### config.mk
export PLATFORM = sky130hd
export DESIGN_NAME = fpc_cmd_regs
export DESIGN_NICKNAME = d
export VERILOG_FILES = /design/src/fpc_pkg.sv /design/src/fpc_cfg_if.sv /design/src/fpc_field_dec.sv /design/src/fpc_cmd_regs.sv
export VERILOG_INCLUDE_DIRS = /design/src /design/src/src
export SDC_FILE = /design/constraint.sdc
export NUM_CORES = 1
export LEC_CHECK = 0
export ABC_AREA = 0
export CAP_MARGIN = 0
export CORE_MARGIN = 2
export CORE_UTILIZATION = 55
export CTS_BUF_LIST = sky130_fd_sc_hd__clkbuf_4 sky130_fd_sc_hd__clkbuf_8
export CTS_CLUSTER_DIAMETER = 120
export DETAILED_ROUTE_END_ITERATION = 16
export DONT_BUFFER_PORTS = 1
export PLACE_DENSITY = 0.7
export SYNTH_ARGS = -nofsm -noshare
export SYNTH_HDL_FRONTEND = slang
export SYNTH_SLANG_ARGS = --single-unit
### constraint.sdc
create_clock -name clk -period 5.42 [get_ports clk]
set_input_delay 0.813 -clock clk [delete_from_list [all_inputs] [get_ports clk]]
set_output_delay 0.813 -clock clk [all_outputs]
set_load 0.05 [all_outputs]
### src/fpc_defs.svh
// Offsets, field positions, reset values and lookup figures for the bank
`ifndef FPC_DEFS_SVH
`define FPC_DEFS_SVH

`define FPC_OFS_IS_PIN_SHORT_CONFIG        8'h22
`define FPC_OFS_WDOG        8'h26
`define FPC_OFS_MASK_LO     8'h2c
`define FPC_OFS_MASK_HI     8'h2d
`define FPC_OFS_OTP         8'h2e
`define FPC_OFS_BSSC        8'h36
`define FPC_OFS_DCM         8'h3a

`define FPC_RST_IS_PIN_SHORT_CONFIG        8'h32
`define FPC_RST_WDOG        8'h01
`define FPC_RST_MASK        16'h0000
`define FPC_RST_OTP         8'h00
`define FPC_RST_BSSC        8'h02
`define FPC_RST_DCM         8'h00

`define FPC_IS_PIN_SHORT_CONFIG_FREQ_LSB   2
`define FPC_IS_PIN_SHORT_CONFIG_ILIM_LSB   4
`define FPC_BSSC_RESP_LSB   0
`define FPC_BSSC_SMPL_LSB   2
`define FPC_BSSC_ILIM_LSB   4
`define FPC_WDOG_LSB        0
`define FPC_OTP_HYS_BIT     0
`define FPC_DCM_EN_BIT      2
`define FPC_MASK_BITS       9

`define FPC_FREQ_C00_KHZ    8'h3c
`define FPC_FREQ_C01_KHZ    8'h1e
`define FPC_FREQ_C10_KHZ    8'h5a
`define FPC_FREQ_C11_KHZ    8'h78
`define FPC_IS_PIN_SHORT_CONFIG_STEP_SHIFT 4
`define FPC_BSW_C00         7'h30
`define FPC_BSW_C01         7'h20
`define FPC_BSW_C10         7'h40
`define FPC_BSW_C11         7'h48
`define FPC_HYS_LOW_DEGC    7'h28
`define FPC_HYS_HIGH_DEGC   7'h3c

`endif

### src/fpc_pkg.sv
// Types shared by the command register bank
`default_nettype none
package fpc_pkg;
  typedef enum logic [3:0] {
    FPC_IDLE, FPC_ADDR, FPC_ADDR_ACK, FPC_CMD, FPC_CMD_ACK,
    FPC_WDATA, FPC_WDATA_ACK, FPC_RDATA, FPC_RDATA_ACK
  } fpc_state_e;
endpackage
`default_nettype wire

### src/fpc_cfg_if.sv
// Stored register contents passed from the bank to the field decoder
`default_nettype none
interface fpc_cfg_if;
  logic [7:0]  is_pin_short_config;
  logic [7:0]  wdog;
  logic [15:0] mask;
  logic [7:0]  otp;
  logic [7:0]  bssc;
  logic [7:0]  dcm;
  modport src (output is_pin_short_config, wdog, mask, otp, bssc, dcm);
  modport dec (input is_pin_short_config, wdog, mask, otp, bssc, dcm);
endinterface
`default_nettype wire

### src/fpc_field_dec.sv
// Turns stored register fields into registered thresholds and enables
`include "fpc_defs.svh"
`default_nettype none
module fpc_field_dec
  import fpc_pkg::*;
(
  // Clock and reset
  input  wire logic                      clk,
  input  wire logic                      rst,
  // Stored registers
  fpc_cfg_if.dec                         cfg,
  // Decoded settings
  output logic [7:0]                     is_short_freq_khz,
  output logic [6:0]                     is_short_ilim,
  output logic [6:0]                     bsw_short_ilim,
  output logic [2:0]                     bsw_short_samples,
  output logic [1:0]                     bsw_short_resp,
  output logic [`FPC_MASK_BITS-1:0]      irq_enable,
  output logic [6:0]                     otp_hys_degc,
  output logic [1:0]                     wdog_period_code,
  output logic                           discontinuous_only_enable
);
  logic [1:0] fcode;
  logic [2:0] icode;
  logic [1:0] bcode;
  logic [1:0] scode;
  logic [7:0] freq_nxt;
  logic [6:0] isl_nxt;
  logic [6:0] bsl_nxt;
  logic [2:0] smp_nxt;

  always_comb begin
    fcode = cfg.is_pin_short_config[`FPC_IS_PIN_SHORT_CONFIG_FREQ_LSB +: 2];
    icode = cfg.is_pin_short_config[`FPC_IS_PIN_SHORT_CONFIG_ILIM_LSB +: 3];
    bcode = cfg.bssc[`FPC_BSSC_ILIM_LSB +: 2];
    scode = cfg.bssc[`FPC_BSSC_SMPL_LSB +: 2];
    unique case (fcode)
      2'h0: freq_nxt = `FPC_FREQ_C00_KHZ;
      2'h1: freq_nxt = `FPC_FREQ_C01_KHZ;
      2'h2: freq_nxt = `FPC_FREQ_C10_KHZ;
      2'h3: freq_nxt = `FPC_FREQ_C11_KHZ;
    endcase
    // Code 000 has no listed level and decodes to zero
    isl_nxt = {icode, 4'h0};
    unique case (bcode)
      2'h0: bsl_nxt = `FPC_BSW_C00;
      2'h1: bsl_nxt = `FPC_BSW_C01;
      2'h2: bsl_nxt = `FPC_BSW_C10;
      2'h3: bsl_nxt = `FPC_BSW_C11;
    endcase
    smp_nxt = {1'b0, scode} + 3'h1;
  end

  always_ff @(posedge clk or posedge rst) begin
    if (rst) begin
      // Same as the decode of the stored reset value, so no step on release
      is_short_freq_khz         <= `FPC_FREQ_C00_KHZ;
      is_short_ilim             <= 7'h30;
      bsw_short_ilim            <= `FPC_BSW_C00;
      bsw_short_samples         <= 3'h1;
      bsw_short_resp            <= 2'h2;
      irq_enable                <= '0;
      otp_hys_degc              <= `FPC_HYS_LOW_DEGC;
      wdog_period_code          <= 2'h1;
      discontinuous_only_enable <= 1'b0;
    end else begin
      is_short_freq_khz         <= freq_nxt;
      is_short_ilim             <= isl_nxt;
      bsw_short_ilim            <= bsl_nxt;
      bsw_short_samples         <= smp_nxt;
      // Code 11 is not a listed response; passed through unchanged
      bsw_short_resp            <= cfg.bssc[`FPC_BSSC_RESP_LSB +: 2];
      irq_enable                <= cfg.mask[`FPC_MASK_BITS-1:0];
      otp_hys_degc              <= cfg.otp[`FPC_OTP_HYS_BIT] ?
                                   `FPC_HYS_HIGH_DEGC :
                                   `FPC_HYS_LOW_DEGC;
      wdog_period_code          <= cfg.wdog[`FPC_WDOG_LSB +: 2];
      discontinuous_only_enable <= cfg.dcm[`FPC_DCM_EN_BIT];
    end
  end
endmodule // fpc_field_dec
`default_nettype wire

### src/fpc_cmd_regs.sv
// Two-wire serial slave and the fault protection command register bank
//
// How it works
// - IS-pin detect frequency code: 00=60k, 01=30k, 10=90k, 11=120k Hz.
// - IS-pin current limit from bits 6:4, code times sixteen.
// - Mask bit 8 mode flag, bits 0-2 OV, UV, short; resets zero.
// - Mask bit 4 peak load timer, bit 5 supply pin latch-off.
// - Mask bit 7 bus switch short, bit 6 secondary control event.
// - Bus switch threshold bits 5:4: 48, 32, 64, 72.
// - Bus switch samples code plus one; response bits 1:0; reset 0x02.
// - Over-temperature hysteresis 40 C when bit 0 clear, else 60 C.
`include "fpc_defs.svh"
`default_nettype none
module fpc_cmd_regs
  import fpc_pkg::*;
#(
  // Arbitrary seven-bit bus address
  parameter logic [6:0] DEV_ADDR = 7'h18
) (
  // Clock and reset
  input  wire logic                      clk,
  input  wire logic                      rst,
  // Serial bus
  input  wire logic                      scl,
  input  wire logic                      sda_i,
  output logic                           sda_o,
  output logic                           sda_oe,
  // Decoded settings
  output logic [7:0]                     is_short_freq_khz,
  output logic [6:0]                     is_short_ilim,
  output logic [6:0]                     bsw_short_ilim,
  output logic [2:0]                     bsw_short_samples,
  output logic [1:0]                     bsw_short_resp,
  output logic [`FPC_MASK_BITS-1:0]      irq_enable,
  output logic [6:0]                     otp_hys_degc,
  output logic [1:0]                     wdog_period_code,
  output logic                           discontinuous_only_enable
);
  fpc_cfg_if cfg ();

  // Bus sampling
  logic       scl_r;
  logic       sda_r;
  logic       scl_rise;
  logic       scl_fall;
  logic       start_c;
  logic       stop_c;

  // Serial engine
  fpc_state_e state_r,  state_nxt;
  logic [2:0] cnt_r,    cnt_nxt;
  logic [7:0] shf_r,    shf_nxt;
  logic       full_r,   full_nxt;
  logic [7:0] ptr_r,    ptr_nxt;
  logic       oe_r,     oe_nxt;
  logic       mack_r,   mack_nxt;
  // Read data for the current and the following offset
  logic [7:0] rd_cur;
  logic [7:0] rd_inc;

  // Registers
  logic [7:0]  is_pin_short_config_r,  is_pin_short_config_nxt;
  logic [7:0]  wdog_r,  wdog_nxt;
  logic [15:0] mask_r,  mask_nxt;
  logic [7:0]  otp_r,   otp_nxt;
  logic [7:0]  bssc_r,  bssc_nxt;
  logic [7:0]  dcm_r,   dcm_nxt;

  // Only the mask reads back; write-only registers read as zero
  function automatic logic [7:0] rd_byte(input logic [7:0] ofs,
                                         input logic [15:0] m);
    logic [7:0] v;
    v = 8'h00;
    unique case (ofs)
      `FPC_OFS_MASK_LO: v = m[7:0];
      `FPC_OFS_MASK_HI: v = m[15:8];
      default:          v = 8'h00;
    endcase
    return v;
  endfunction

  always_comb begin
    scl_rise = scl & ~scl_r;
    scl_fall = ~scl & scl_r;
    start_c  = scl & scl_r & sda_r & ~sda_i;
    stop_c   = scl & scl_r & ~sda_r & sda_i;
  end

  always_comb begin
    rd_cur    = rd_byte(ptr_r, mask_r);
    rd_inc    = rd_byte(ptr_r + 8'h01, mask_r);
    state_nxt = state_r;
    cnt_nxt   = cnt_r;
    shf_nxt   = shf_r;
    full_nxt  = full_r;
    ptr_nxt   = ptr_r;
    oe_nxt    = oe_r;
    mack_nxt  = mack_r;
    is_pin_short_config_nxt  = is_pin_short_config_r;
    wdog_nxt  = wdog_r;
    mask_nxt  = mask_r;
    otp_nxt   = otp_r;
    bssc_nxt  = bssc_r;
    dcm_nxt   = dcm_r;
    if (start_c) begin
      state_nxt = FPC_ADDR;
      cnt_nxt   = 3'h0;
      full_nxt  = 1'b0;
      oe_nxt    = 1'b0;
    end else if (stop_c) begin
      // A byte cut short by stop is dropped, never applied
      state_nxt = FPC_IDLE;
      oe_nxt    = 1'b0;
      full_nxt  = 1'b0;
    end else begin
      unique case (state_r)
        FPC_IDLE: begin
          oe_nxt = 1'b0;
        end
        FPC_ADDR, FPC_CMD, FPC_WDATA: begin
          if (scl_rise && !full_r) begin
            shf_nxt  = {shf_r[6:0], sda_i};
            cnt_nxt  = cnt_r + 3'h1;
            full_nxt = (cnt_r == 3'h7);
          end else if (scl_fall && full_r) begin
            full_nxt = 1'b0;
            oe_nxt   = 1'b1;
            unique case (state_r)
              FPC_ADDR: begin
                if (shf_r[7:1] == DEV_ADDR) begin
                  state_nxt = FPC_ADDR_ACK;
                  mack_nxt  = shf_r[0];
                end else begin
                  state_nxt = FPC_IDLE;
                  oe_nxt    = 1'b0;
                end
              end
              FPC_CMD: begin
                ptr_nxt   = shf_r;
                state_nxt = FPC_CMD_ACK;
              end
              default: state_nxt = FPC_WDATA_ACK;
            endcase
          end
        end
        FPC_ADDR_ACK, FPC_CMD_ACK: begin
          if (scl_fall) begin
            cnt_nxt = 3'h0;
            if (state_r == FPC_ADDR_ACK && mack_r) begin
              shf_nxt   = rd_cur;
              oe_nxt    = ~rd_cur[7];
              state_nxt = FPC_RDATA;
            end else begin
              oe_nxt    = 1'b0;
              state_nxt = (state_r == FPC_ADDR_ACK) ? FPC_CMD : FPC_WDATA;
            end
          end
        end
        FPC_WDATA_ACK: begin
          if (scl_fall) begin
            // Acknowledge clock complete: the byte is now committed
            oe_nxt    = 1'b0;
            cnt_nxt   = 3'h0;
            state_nxt = FPC_WDATA;
            ptr_nxt   = ptr_r + 8'h01;
            unique case (ptr_r)
              `FPC_OFS_IS_PIN_SHORT_CONFIG:    is_pin_short_config_nxt = shf_r;
              `FPC_OFS_WDOG:    wdog_nxt = shf_r;
              `FPC_OFS_MASK_LO: mask_nxt[7:0] = shf_r;
              `FPC_OFS_MASK_HI: mask_nxt[15:8] = shf_r;
              `FPC_OFS_OTP:     otp_nxt = shf_r;
              `FPC_OFS_BSSC:    bssc_nxt = shf_r;
              `FPC_OFS_DCM:     dcm_nxt = shf_r;
              default:          ;
            endcase
          end
        end
        FPC_RDATA: begin
          if (scl_rise) begin
            cnt_nxt = cnt_r + 3'h1;
          end else if (scl_fall) begin
            if (cnt_r == 3'h0) begin
              oe_nxt    = 1'b0;
              state_nxt = FPC_RDATA_ACK;
            end else begin
              shf_nxt = {shf_r[6:0], 1'b0};
              oe_nxt  = ~shf_r[6];
            end
          end
        end
        FPC_RDATA_ACK: begin
          if (scl_rise) begin
            mack_nxt = ~sda_i;
          end else if (scl_fall) begin
            if (mack_r) begin
              ptr_nxt   = ptr_r + 8'h01;
              shf_nxt   = rd_inc;
              oe_nxt    = ~rd_inc[7];
              state_nxt = FPC_RDATA;
            end else begin
              state_nxt = FPC_IDLE;
            end
          end
        end
      endcase
    end
  end

  always_ff @(posedge clk or posedge rst) begin
    if (rst) begin
      scl_r   <= 1'b1;
      sda_r   <= 1'b1;
      state_r <= FPC_IDLE;
      cnt_r   <= 3'h0;
      shf_r   <= 8'h00;
      full_r  <= 1'b0;
      ptr_r   <= 8'h00;
      oe_r    <= 1'b0;
      mack_r  <= 1'b0;
      sda_o   <= 1'b0;
      is_pin_short_config_r  <= `FPC_RST_IS_PIN_SHORT_CONFIG;
      wdog_r  <= `FPC_RST_WDOG;
      mask_r  <= `FPC_RST_MASK;
      otp_r   <= `FPC_RST_OTP;
      bssc_r  <= `FPC_RST_BSSC;
      dcm_r   <= `FPC_RST_DCM;
    end else begin
      scl_r   <= scl;
      sda_r   <= sda_i;
      state_r <= state_nxt;
      cnt_r   <= cnt_nxt;
      shf_r   <= shf_nxt;
      full_r  <= full_nxt;
      ptr_r   <= ptr_nxt;
      oe_r    <= oe_nxt;
      mack_r  <= mack_nxt;
      sda_o   <= 1'b0;
      is_pin_short_config_r  <= is_pin_short_config_nxt;
      wdog_r  <= wdog_nxt;
      mask_r  <= mask_nxt;
      otp_r   <= otp_nxt;
      bssc_r  <= bssc_nxt;
      dcm_r   <= dcm_nxt;
    end
  end

  assign sda_oe   = oe_r;
  assign cfg.is_pin_short_config = is_pin_short_config_r;
  assign cfg.wdog = wdog_r;
  assign cfg.mask = mask_r;
  assign cfg.otp  = otp_r;
  assign cfg.bssc = bssc_r;
  assign cfg.dcm  = dcm_r;

  fpc_field_dec u_dec (
    .clk                       (clk),
    .rst                       (rst),
    .cfg                       (cfg),
    .is_short_freq_khz         (is_short_freq_khz),
    .is_short_ilim             (is_short_ilim),
    .bsw_short_ilim            (bsw_short_ilim),
    .bsw_short_samples         (bsw_short_samples),
    .bsw_short_resp            (bsw_short_resp),
    .irq_enable                (irq_enable),
    .otp_hys_degc              (otp_hys_degc),
    .wdog_period_code          (wdog_period_code),
    .discontinuous_only_enable (discontinuous_only_enable)
  );
endmodule // fpc_cmd_regs
`default_nettype wire

Yosys cells after proc, flatten, opt, wreduce, memory -nomap -nowiden
Index checks and enable logic that the tools add are counted.
{ "word_totals": {"in_bits": 4, "regBits": 105} }
{ "op_classes": {"n_mux": 73, "n_addsub": 3, "reduce_logical": 32, "n_bitwise": 16, "n_eq_ne": 55} }
{ "op_table": {"columns": ["cell", "n"], "rows": [
  ["$mux W8", 16],
  ["$eq A8 B6 Y1 const B", 9],
  ["$pmux W8 S4", 2],
  ["$mux W4", 11],
  ["$ne A4 B4 Y1 const B", 10],
  ["$reduce_and A5 Y1", 8],
  ["$ne A2 B2 Y1 const B", 17],
  ["$pmux W8 S2", 2],
  ["$pmux W7 S4", 1],
  ["$mux W1", 25],
  ["$mux W3", 8],
  ["$pmux W8 S3", 1],
  ["$pmux W4 S5", 1],
  ["$reduce_and A10 Y1", 2],
  ["$eq A4 B3 Y1 const B", 4],
  ["$reduce_and A12 Y1", 1],
  ["$reduce_bool A4 Y1", 3],
  ["$not A1 Y1", 9],
  ["$pmux W3 S3", 1],
  ["$reduce_and A9 Y1", 1],
  ["$add A8 B1 Y8 const B", 1],
  ["$eq A2 B2 Y1 const B", 4],
  ["$eq A4 B2 Y1 const B", 2],
  ["$pmux W4 S2", 1],
  ["other kinds (26)", 39]
]} }

Longest topological paths before layout
{ "depth": {"depth_word": 10, "mapped_depth": 9} }

By module
A second synthesis with hierarchy kept.
{ "unflattened": {"hier_cells": 484, "hier_area_um2": 5602.9} }
{ "modules_own_cells": {"columns": ["module", "area_per_inst_um2", "instances", "seq_area_each_um2", "cells_each"], "rows": [
  ["fpc_cmd_regs", 4615.7, 1, 2110.8, 420],
  ["fpc_field_dec", 987.2, 1, 737.0, 64]
]} }

Worst setup path before layout
No wires, ideal clock.
{ "synth_timing": {"path_type": "input to register", "from": "input port scl", "to": "register bssc_r[0]", "cell_stages": 5, "required_time_ps": 5295, "t_arrival_ps": 2212, "slack_ps": 3084, "path_buffers": 0, "cell_sequence": "nand2b_1 nor3_1 nand3_1 nor3_1 mux2_2"} }
{ "synth_via": {"elab_chain_len": 5} }
{ "synth_rtl": {"columns": ["element", "line_no", "source"], "rows": [
  ["start: declaration", "fpc_cmd_regs.sv:24", "input wire logic scl,"],
  ["$and A1 B1 Y1", "fpc_cmd_regs.sv:85, fpc_cmd_regs.sv:86", null],
  ["$and A1 B1 Y1 (on tied branches) (2 in series)", "fpc_cmd_regs.sv:86, fpc_cmd_regs.sv:85", null],
  ["$not A1 Y1 (no source line)", null, null],
  ["$reduce_and A5 Y1 (no source line) *", null, null],
  ["end signal: assignment", "fpc_cmd_regs.sv:225", "bssc_r <= `FPC_RST_BSSC;"],
  ["end signal: assignment", "fpc_cmd_regs.sv:242", "bssc_r <= bssc_nxt;"],
  ["end: declaration", "fpc_cmd_regs.sv:66", "logic [7:0] bssc_r, bssc_nxt;"]
]} }
Every way passes the cells marked *; elsewhere a longest branch is shown, timed or not.
A chain may end at the register's enable or synchronous reset.

Worst setup path in the final report
{ "layout_timing": {"from": "register state_r[3]", "to": "register bssc_r[4]"} }
{ "layout_via": {"elab_chain_len": 2} }
{ "layout_rtl": {"columns": ["element", "line_no", "source"], "rows": [
  ["start: declaration", "fpc_cmd_regs.sv:50", "fpc_state_e state_r, state_nxt;"],
  ["start signal: assignment", "fpc_cmd_regs.sv:230", "state_r <= state_nxt;"],
  ["$eq A4 B3 Y1", "fpc_cmd_regs.sv:116", "unique case (state_r)"],
  ["$reduce_and A5 Y1 (no source line)", null, null]
]} }
Every way passes these cells.

==> impl_metrics.sql <==
INSERT INTO impl_metrics (metric_group, metric, value, unit) VALUES
('synth', 'synth-seq-cells', '88', ''),
('die', 'start_util', '56.6', '%'),
('clock_network', 'max-clock-path-buffers', '2', ''),
('cells_and_area', 'instances_no_fill', '537', ''),
('cells_and_area', 'count_of_filler_cells_inserted_in_the_layout', '722', ''),
('sta', 'timing.final.ws_setup', '2.67', 'ns'),
('run_status', 'status', 'finished, final reports clean', ''),
('sta', 'maxSlewViolCount', '0', ''),
('drt', 'drt-pass1-iter-count', '5', ''),
('clock_network', 'cts.reportedPaths.clkPinSlew', '0.10', 'ns'),
('placed_design', 'placedCellCount', '521', ''),
('drt', 'wl_per_cell', '18.3', 'um'),
('synth', 'async_reset_ff_share', '100', '%'),
('sta', 'tightest_slew', '0.967', 'ns'),
('critical_path', 'cp_max_fo', '19', ''),
('sta', 'layout_min_cycle_time', '2.75', 'ns'),
('drt', 'vias_per_cell', '6.10', ''),
('critical_path', 'max_stage_delay', '0.70', 'ns'),
('clock_network', 'htreeDepth', '3', ''),
('clock_network', 'numCtsBuffers', '9', ''),
('sta', 'finalSetupViolCount', '0', ''),
('clock_network', 'worst_skew_pair.late_latency', '0.36', 'ns'),
('flow_run', 'max-cap-violations', '0', ''),
('critical_path', 'cp-start-kind', 'flop', ''),
('power_and_ir_drop', 'powerDensity', '479', 'mW/mm^2'),
('die', 'floorplan.die.width', '95.9', 'um'),
('power_and_ir_drop', 'total_power', '2290', 'uW'),
('critical_path', 'crit_chain', 'inv_1 -> nand2_1 -> nor3_1 -> nand3_1 -> nor3_1 -> mux2_2', ''),
('grt', 'first_global_vias', '3177', ''),
('cells_and_area', 'area_delta_synth_final', '2.69', '%'),
('drt', 'wire_length_after_detailed_routing', '9820', 'um'),
('synth', 'synth_seq_area_share', '47.8', '%'),
('clock_network', 'cts_tree', 'done', ''),
('cells_and_area', 'antenna-diode-count', '0', ''),
('synth', 'yosys.cell_types.count', '62', ''),
('synth', 'dominantRegCellSynth', 'dfrtp_1', ''),
('power_and_ir_drop', 'p_leak', '0.00212', 'uW'),
('worst_hold_path', 'timing.hold.worst.class', 'input pin to asynchronous set/reset pin', ''),
('critical_path', 'worstSetupEndpointType', 'flop', ''),
('cells_and_area', 'multi_input_comb_area', '0.00214', 'sq mm'),
('sta', 'min_period_over_period', '50.7', '%'),
('drt', 'drc_errors', '0', ''),
('critical_path', 'worstPathArrival', '3.00', 'ns'),
('drt', 'route.vias.total', '3276', ''),
('grt', 'global_route.overflow_total', '0', ''),
('drt', 'detailedRoute.firstIterationViolations', '228', ''),
('critical_path', 'worst-path-buf-inv', '1', ''),
('cells_and_area', 'finish.net_count', '443', ''),
('sta', 'holdWs', '0.362', 'ns'),
('clock_network', 'hold_buffers', '0', ''),
('placed_design', 'detailedPlace.worstSlack', '2.65', 'ns'),
('sta', 'final.setup.tns', '0', 'ns'),
('critical_path', 'cp.required', '5.67', 'ns'),
('clock_network', 'cts.repair_timing.setup_buffer_count', '0', ''),
('synth', 'netlist_instances', '448', ''),
('clock_network', 'root_buffer', 'clkbuf_8', ''),
('grt', 'antenna_found_initial', '0', ''),
('synth', 'synth_enable_flop_cells', '0', ''),
('placed_design', 'place.port_buffers', '0', ''),
('die', 'floorplan.io_pins', '52', ''),
('critical_path', 'worstSetupPathType', 'flop to flop', ''),
('power_and_ir_drop', 'peakVddDrop', '0.243', 'mV'),
('cells_and_area', 'register_area', '0.00222', 'sq mm'),
('sta', 'finalClockSkew', '0.0161', 'ns'),
('grt', 'gr-usage-all-layers', '23.1', '%'),
('placed_design', 'place.gp.congestion', '0.887', ''),
('die', 'die-height', '95.9', 'um'),
('die', 'placeableCoreArea', '0.00822', 'sq mm'),
('critical_path', 'worst_path_max_delay_cell', 'nor3_1', ''),
('grt', 'grt_max_degree', '57', ''),
('placed_design', 'detailed_place_hpwl', '6650', 'um');
placed cells by master, fill, tap and decap left out, types with 3 or more instances in the layout:
master / netlist / routed
conb_1: 2 / 17
and3_1: 3 / 3
o22ai_1: 9 / 9
nand3_1: 12 / 12
nor2_1: 27 / 27
a31oi_1: 5 / 5
nand2b_1: 5 / 5
dfrtp_1: 73 / 73
a22o_1: 12 / 12
nor3_1: 12 / 12
and2_1: 3 / 3
a221oi_1: 5 / 5
clkbuf_8: 0 / 9
nor4b_1: 3 / 3
a2bb2oi_1: 5 / 5
mux2_2: 33 / 33
nor4_1: 3 / 3
xnor2_1: 4 / 4
o31ai_1: 7 / 7
inv_1: 16 / 15
mux2i_1: 5 / 5
a21oi_1: 11 / 11
a22oi_1: 9 / 9
nor2b_1: 7 / 7
dfstp_2: 15 / 15
nor3b_1: 4 / 4
o21ai_0: 24 / 24
nand2_1: 37 / 37
inv_8: 0 / 3
ha_1: 12 / 12
logic make-up after synthesis:
group           synth area share [%]
xor+xnor                        1.13
simple gates                    15.0
compound gates                  15.7
buf+inv                         7.27
mux                             9.72
other cells                    0.162
flops                           47.8
fa+ha+maj                       3.23
synthesized netlist by cell type (3+ instances only):
master	number	area [sq um]
nor4_1	3	18.8
nor2b_1	7	43.8
o22ai_1	9	56.3
nor3_1	12	60.1
buf_1	3	11.3
a221oi_1	5	43.8
nand3_1	12	60.1
a2bb2oi_1	5	43.8
buf_2	9	45.0
clkbuf_1	14	52.6
mux2_2	33	372
nor2_1	27	101
and2_1	3	18.8
nand2_1	37	139
inv_1	16	60.1
a31oi_1	5	31.3
a22oi_1	9	67.6
and3_1	3	18.8
xnor2_1	4	35.0
ha_1	12	150
nor4b_1	3	26.3
nor3b_1	4	30.0
buf_4	19	143
o21ai_0	24	120
o31ai_1	7	52.6
mux2i_1	5	50.1
a21oi_1	11	55.1
dfstp_2	15	394
dfrtp_1	73	1830
nand2b_1	5	31.3
clkbuf_2	3	15.0
a22o_1	12	105
where the power goes:
| part | switching, uW | leakage (uW) | internal [uW] |
|---|---|---|---|
| combinational | 512 | 0.000879 | 336 |
| clock | 270 | 0.0000981 | 182 |
| sequential | 241 | 0.00114 | 744 |
per-stage QoR:
step / util, % / area, sq um
2_1_floorplan: - / 4700
3_3_place_gp: 55.7 / 4570
3_5_place_dp: 55.7 / 4570
4_1_cts: 58.1 / 4770
5_1_grt: 58.1 / 4770
6_report: 58.1 / 4770
path summary, 6_finish.rpt:
| path | to | depth (start not counted) | startpoint | slack (ns) |
|---|---|---|---|---|
| worst max-delay path | bssc_r[4]$_DFFE_PP0P_ | 6 | state_r[3]$_DFFE_PP0P_ | 2.67 |
| worst min-delay path | u_dec.is_short_freq_khz[6]$_DFF_PP0_ | 1 | rst | 0.36 |
| worst max register to register | bssc_r[4]$_DFFE_PP0P_ | 6 | state_r[3]$_DFFE_PP0P_ | 2.67 |
| worst min register to register | u_dec.otp_hys_degc[2]$_DFF_PP0_ | 0 | cfg.otp[0]$_DFFE_PP0P_ | 0.37 |
| max in group asynchronous | u_dec.irq_enable[3]$_DFF_PP0_ | 2 | rst | 3.98 |
| min in group clk | u_dec.otp_hys_degc[2]$_DFF_PP0_ | 0 | cfg.otp[0]$_DFFE_PP0P_ | 0.37 |
per-layer routing:
layer / wire length, um / up-vias / global-route usage (%) / share of wire [%]
li1: - / 1529 / - / -
met1: 4230 / 1619 / 30.1 / 43
met2: 4910 / 116 / 38.8 / 50
met3: 541 / 12 / 4.39 / 5.5
met4: 135 / 0 / 7.86 / 1.4
met5: 0 / - / 0 / 0
sequential cells by signal, summed over array words and instances (netlist names), 2 cells and up:
signal,count
cfg.mask,16
u_dec.irq_enable,9
ptr_r,8
shf_r,8
bssc_r,6
cfg.is_pin_short_config,5
state_r,4
u_dec.bsw_short_ilim,4
u_dec.is_short_freq_khz,4
cnt_r,3
u_dec.bsw_short_samples,3
u_dec.is_short_ilim,3
cfg.wdog,2
u_dec.bsw_short_resp,2
u_dec.wdog_period_code,2
final cells by class:
class | instances | share of cell area [%]
Clock buffer | 9 | 2.60
Clock inverter | 7 | 1.57
Inverter | 16 | 1.28
Multi-Input combinational cell | 310 | 44.9
Sequential cell | 88 | 46.5
Tap cell | 105 | 2.75
Timing Repair Buffer | 2 | 0.315
Power figures use the tool's default switching activity.
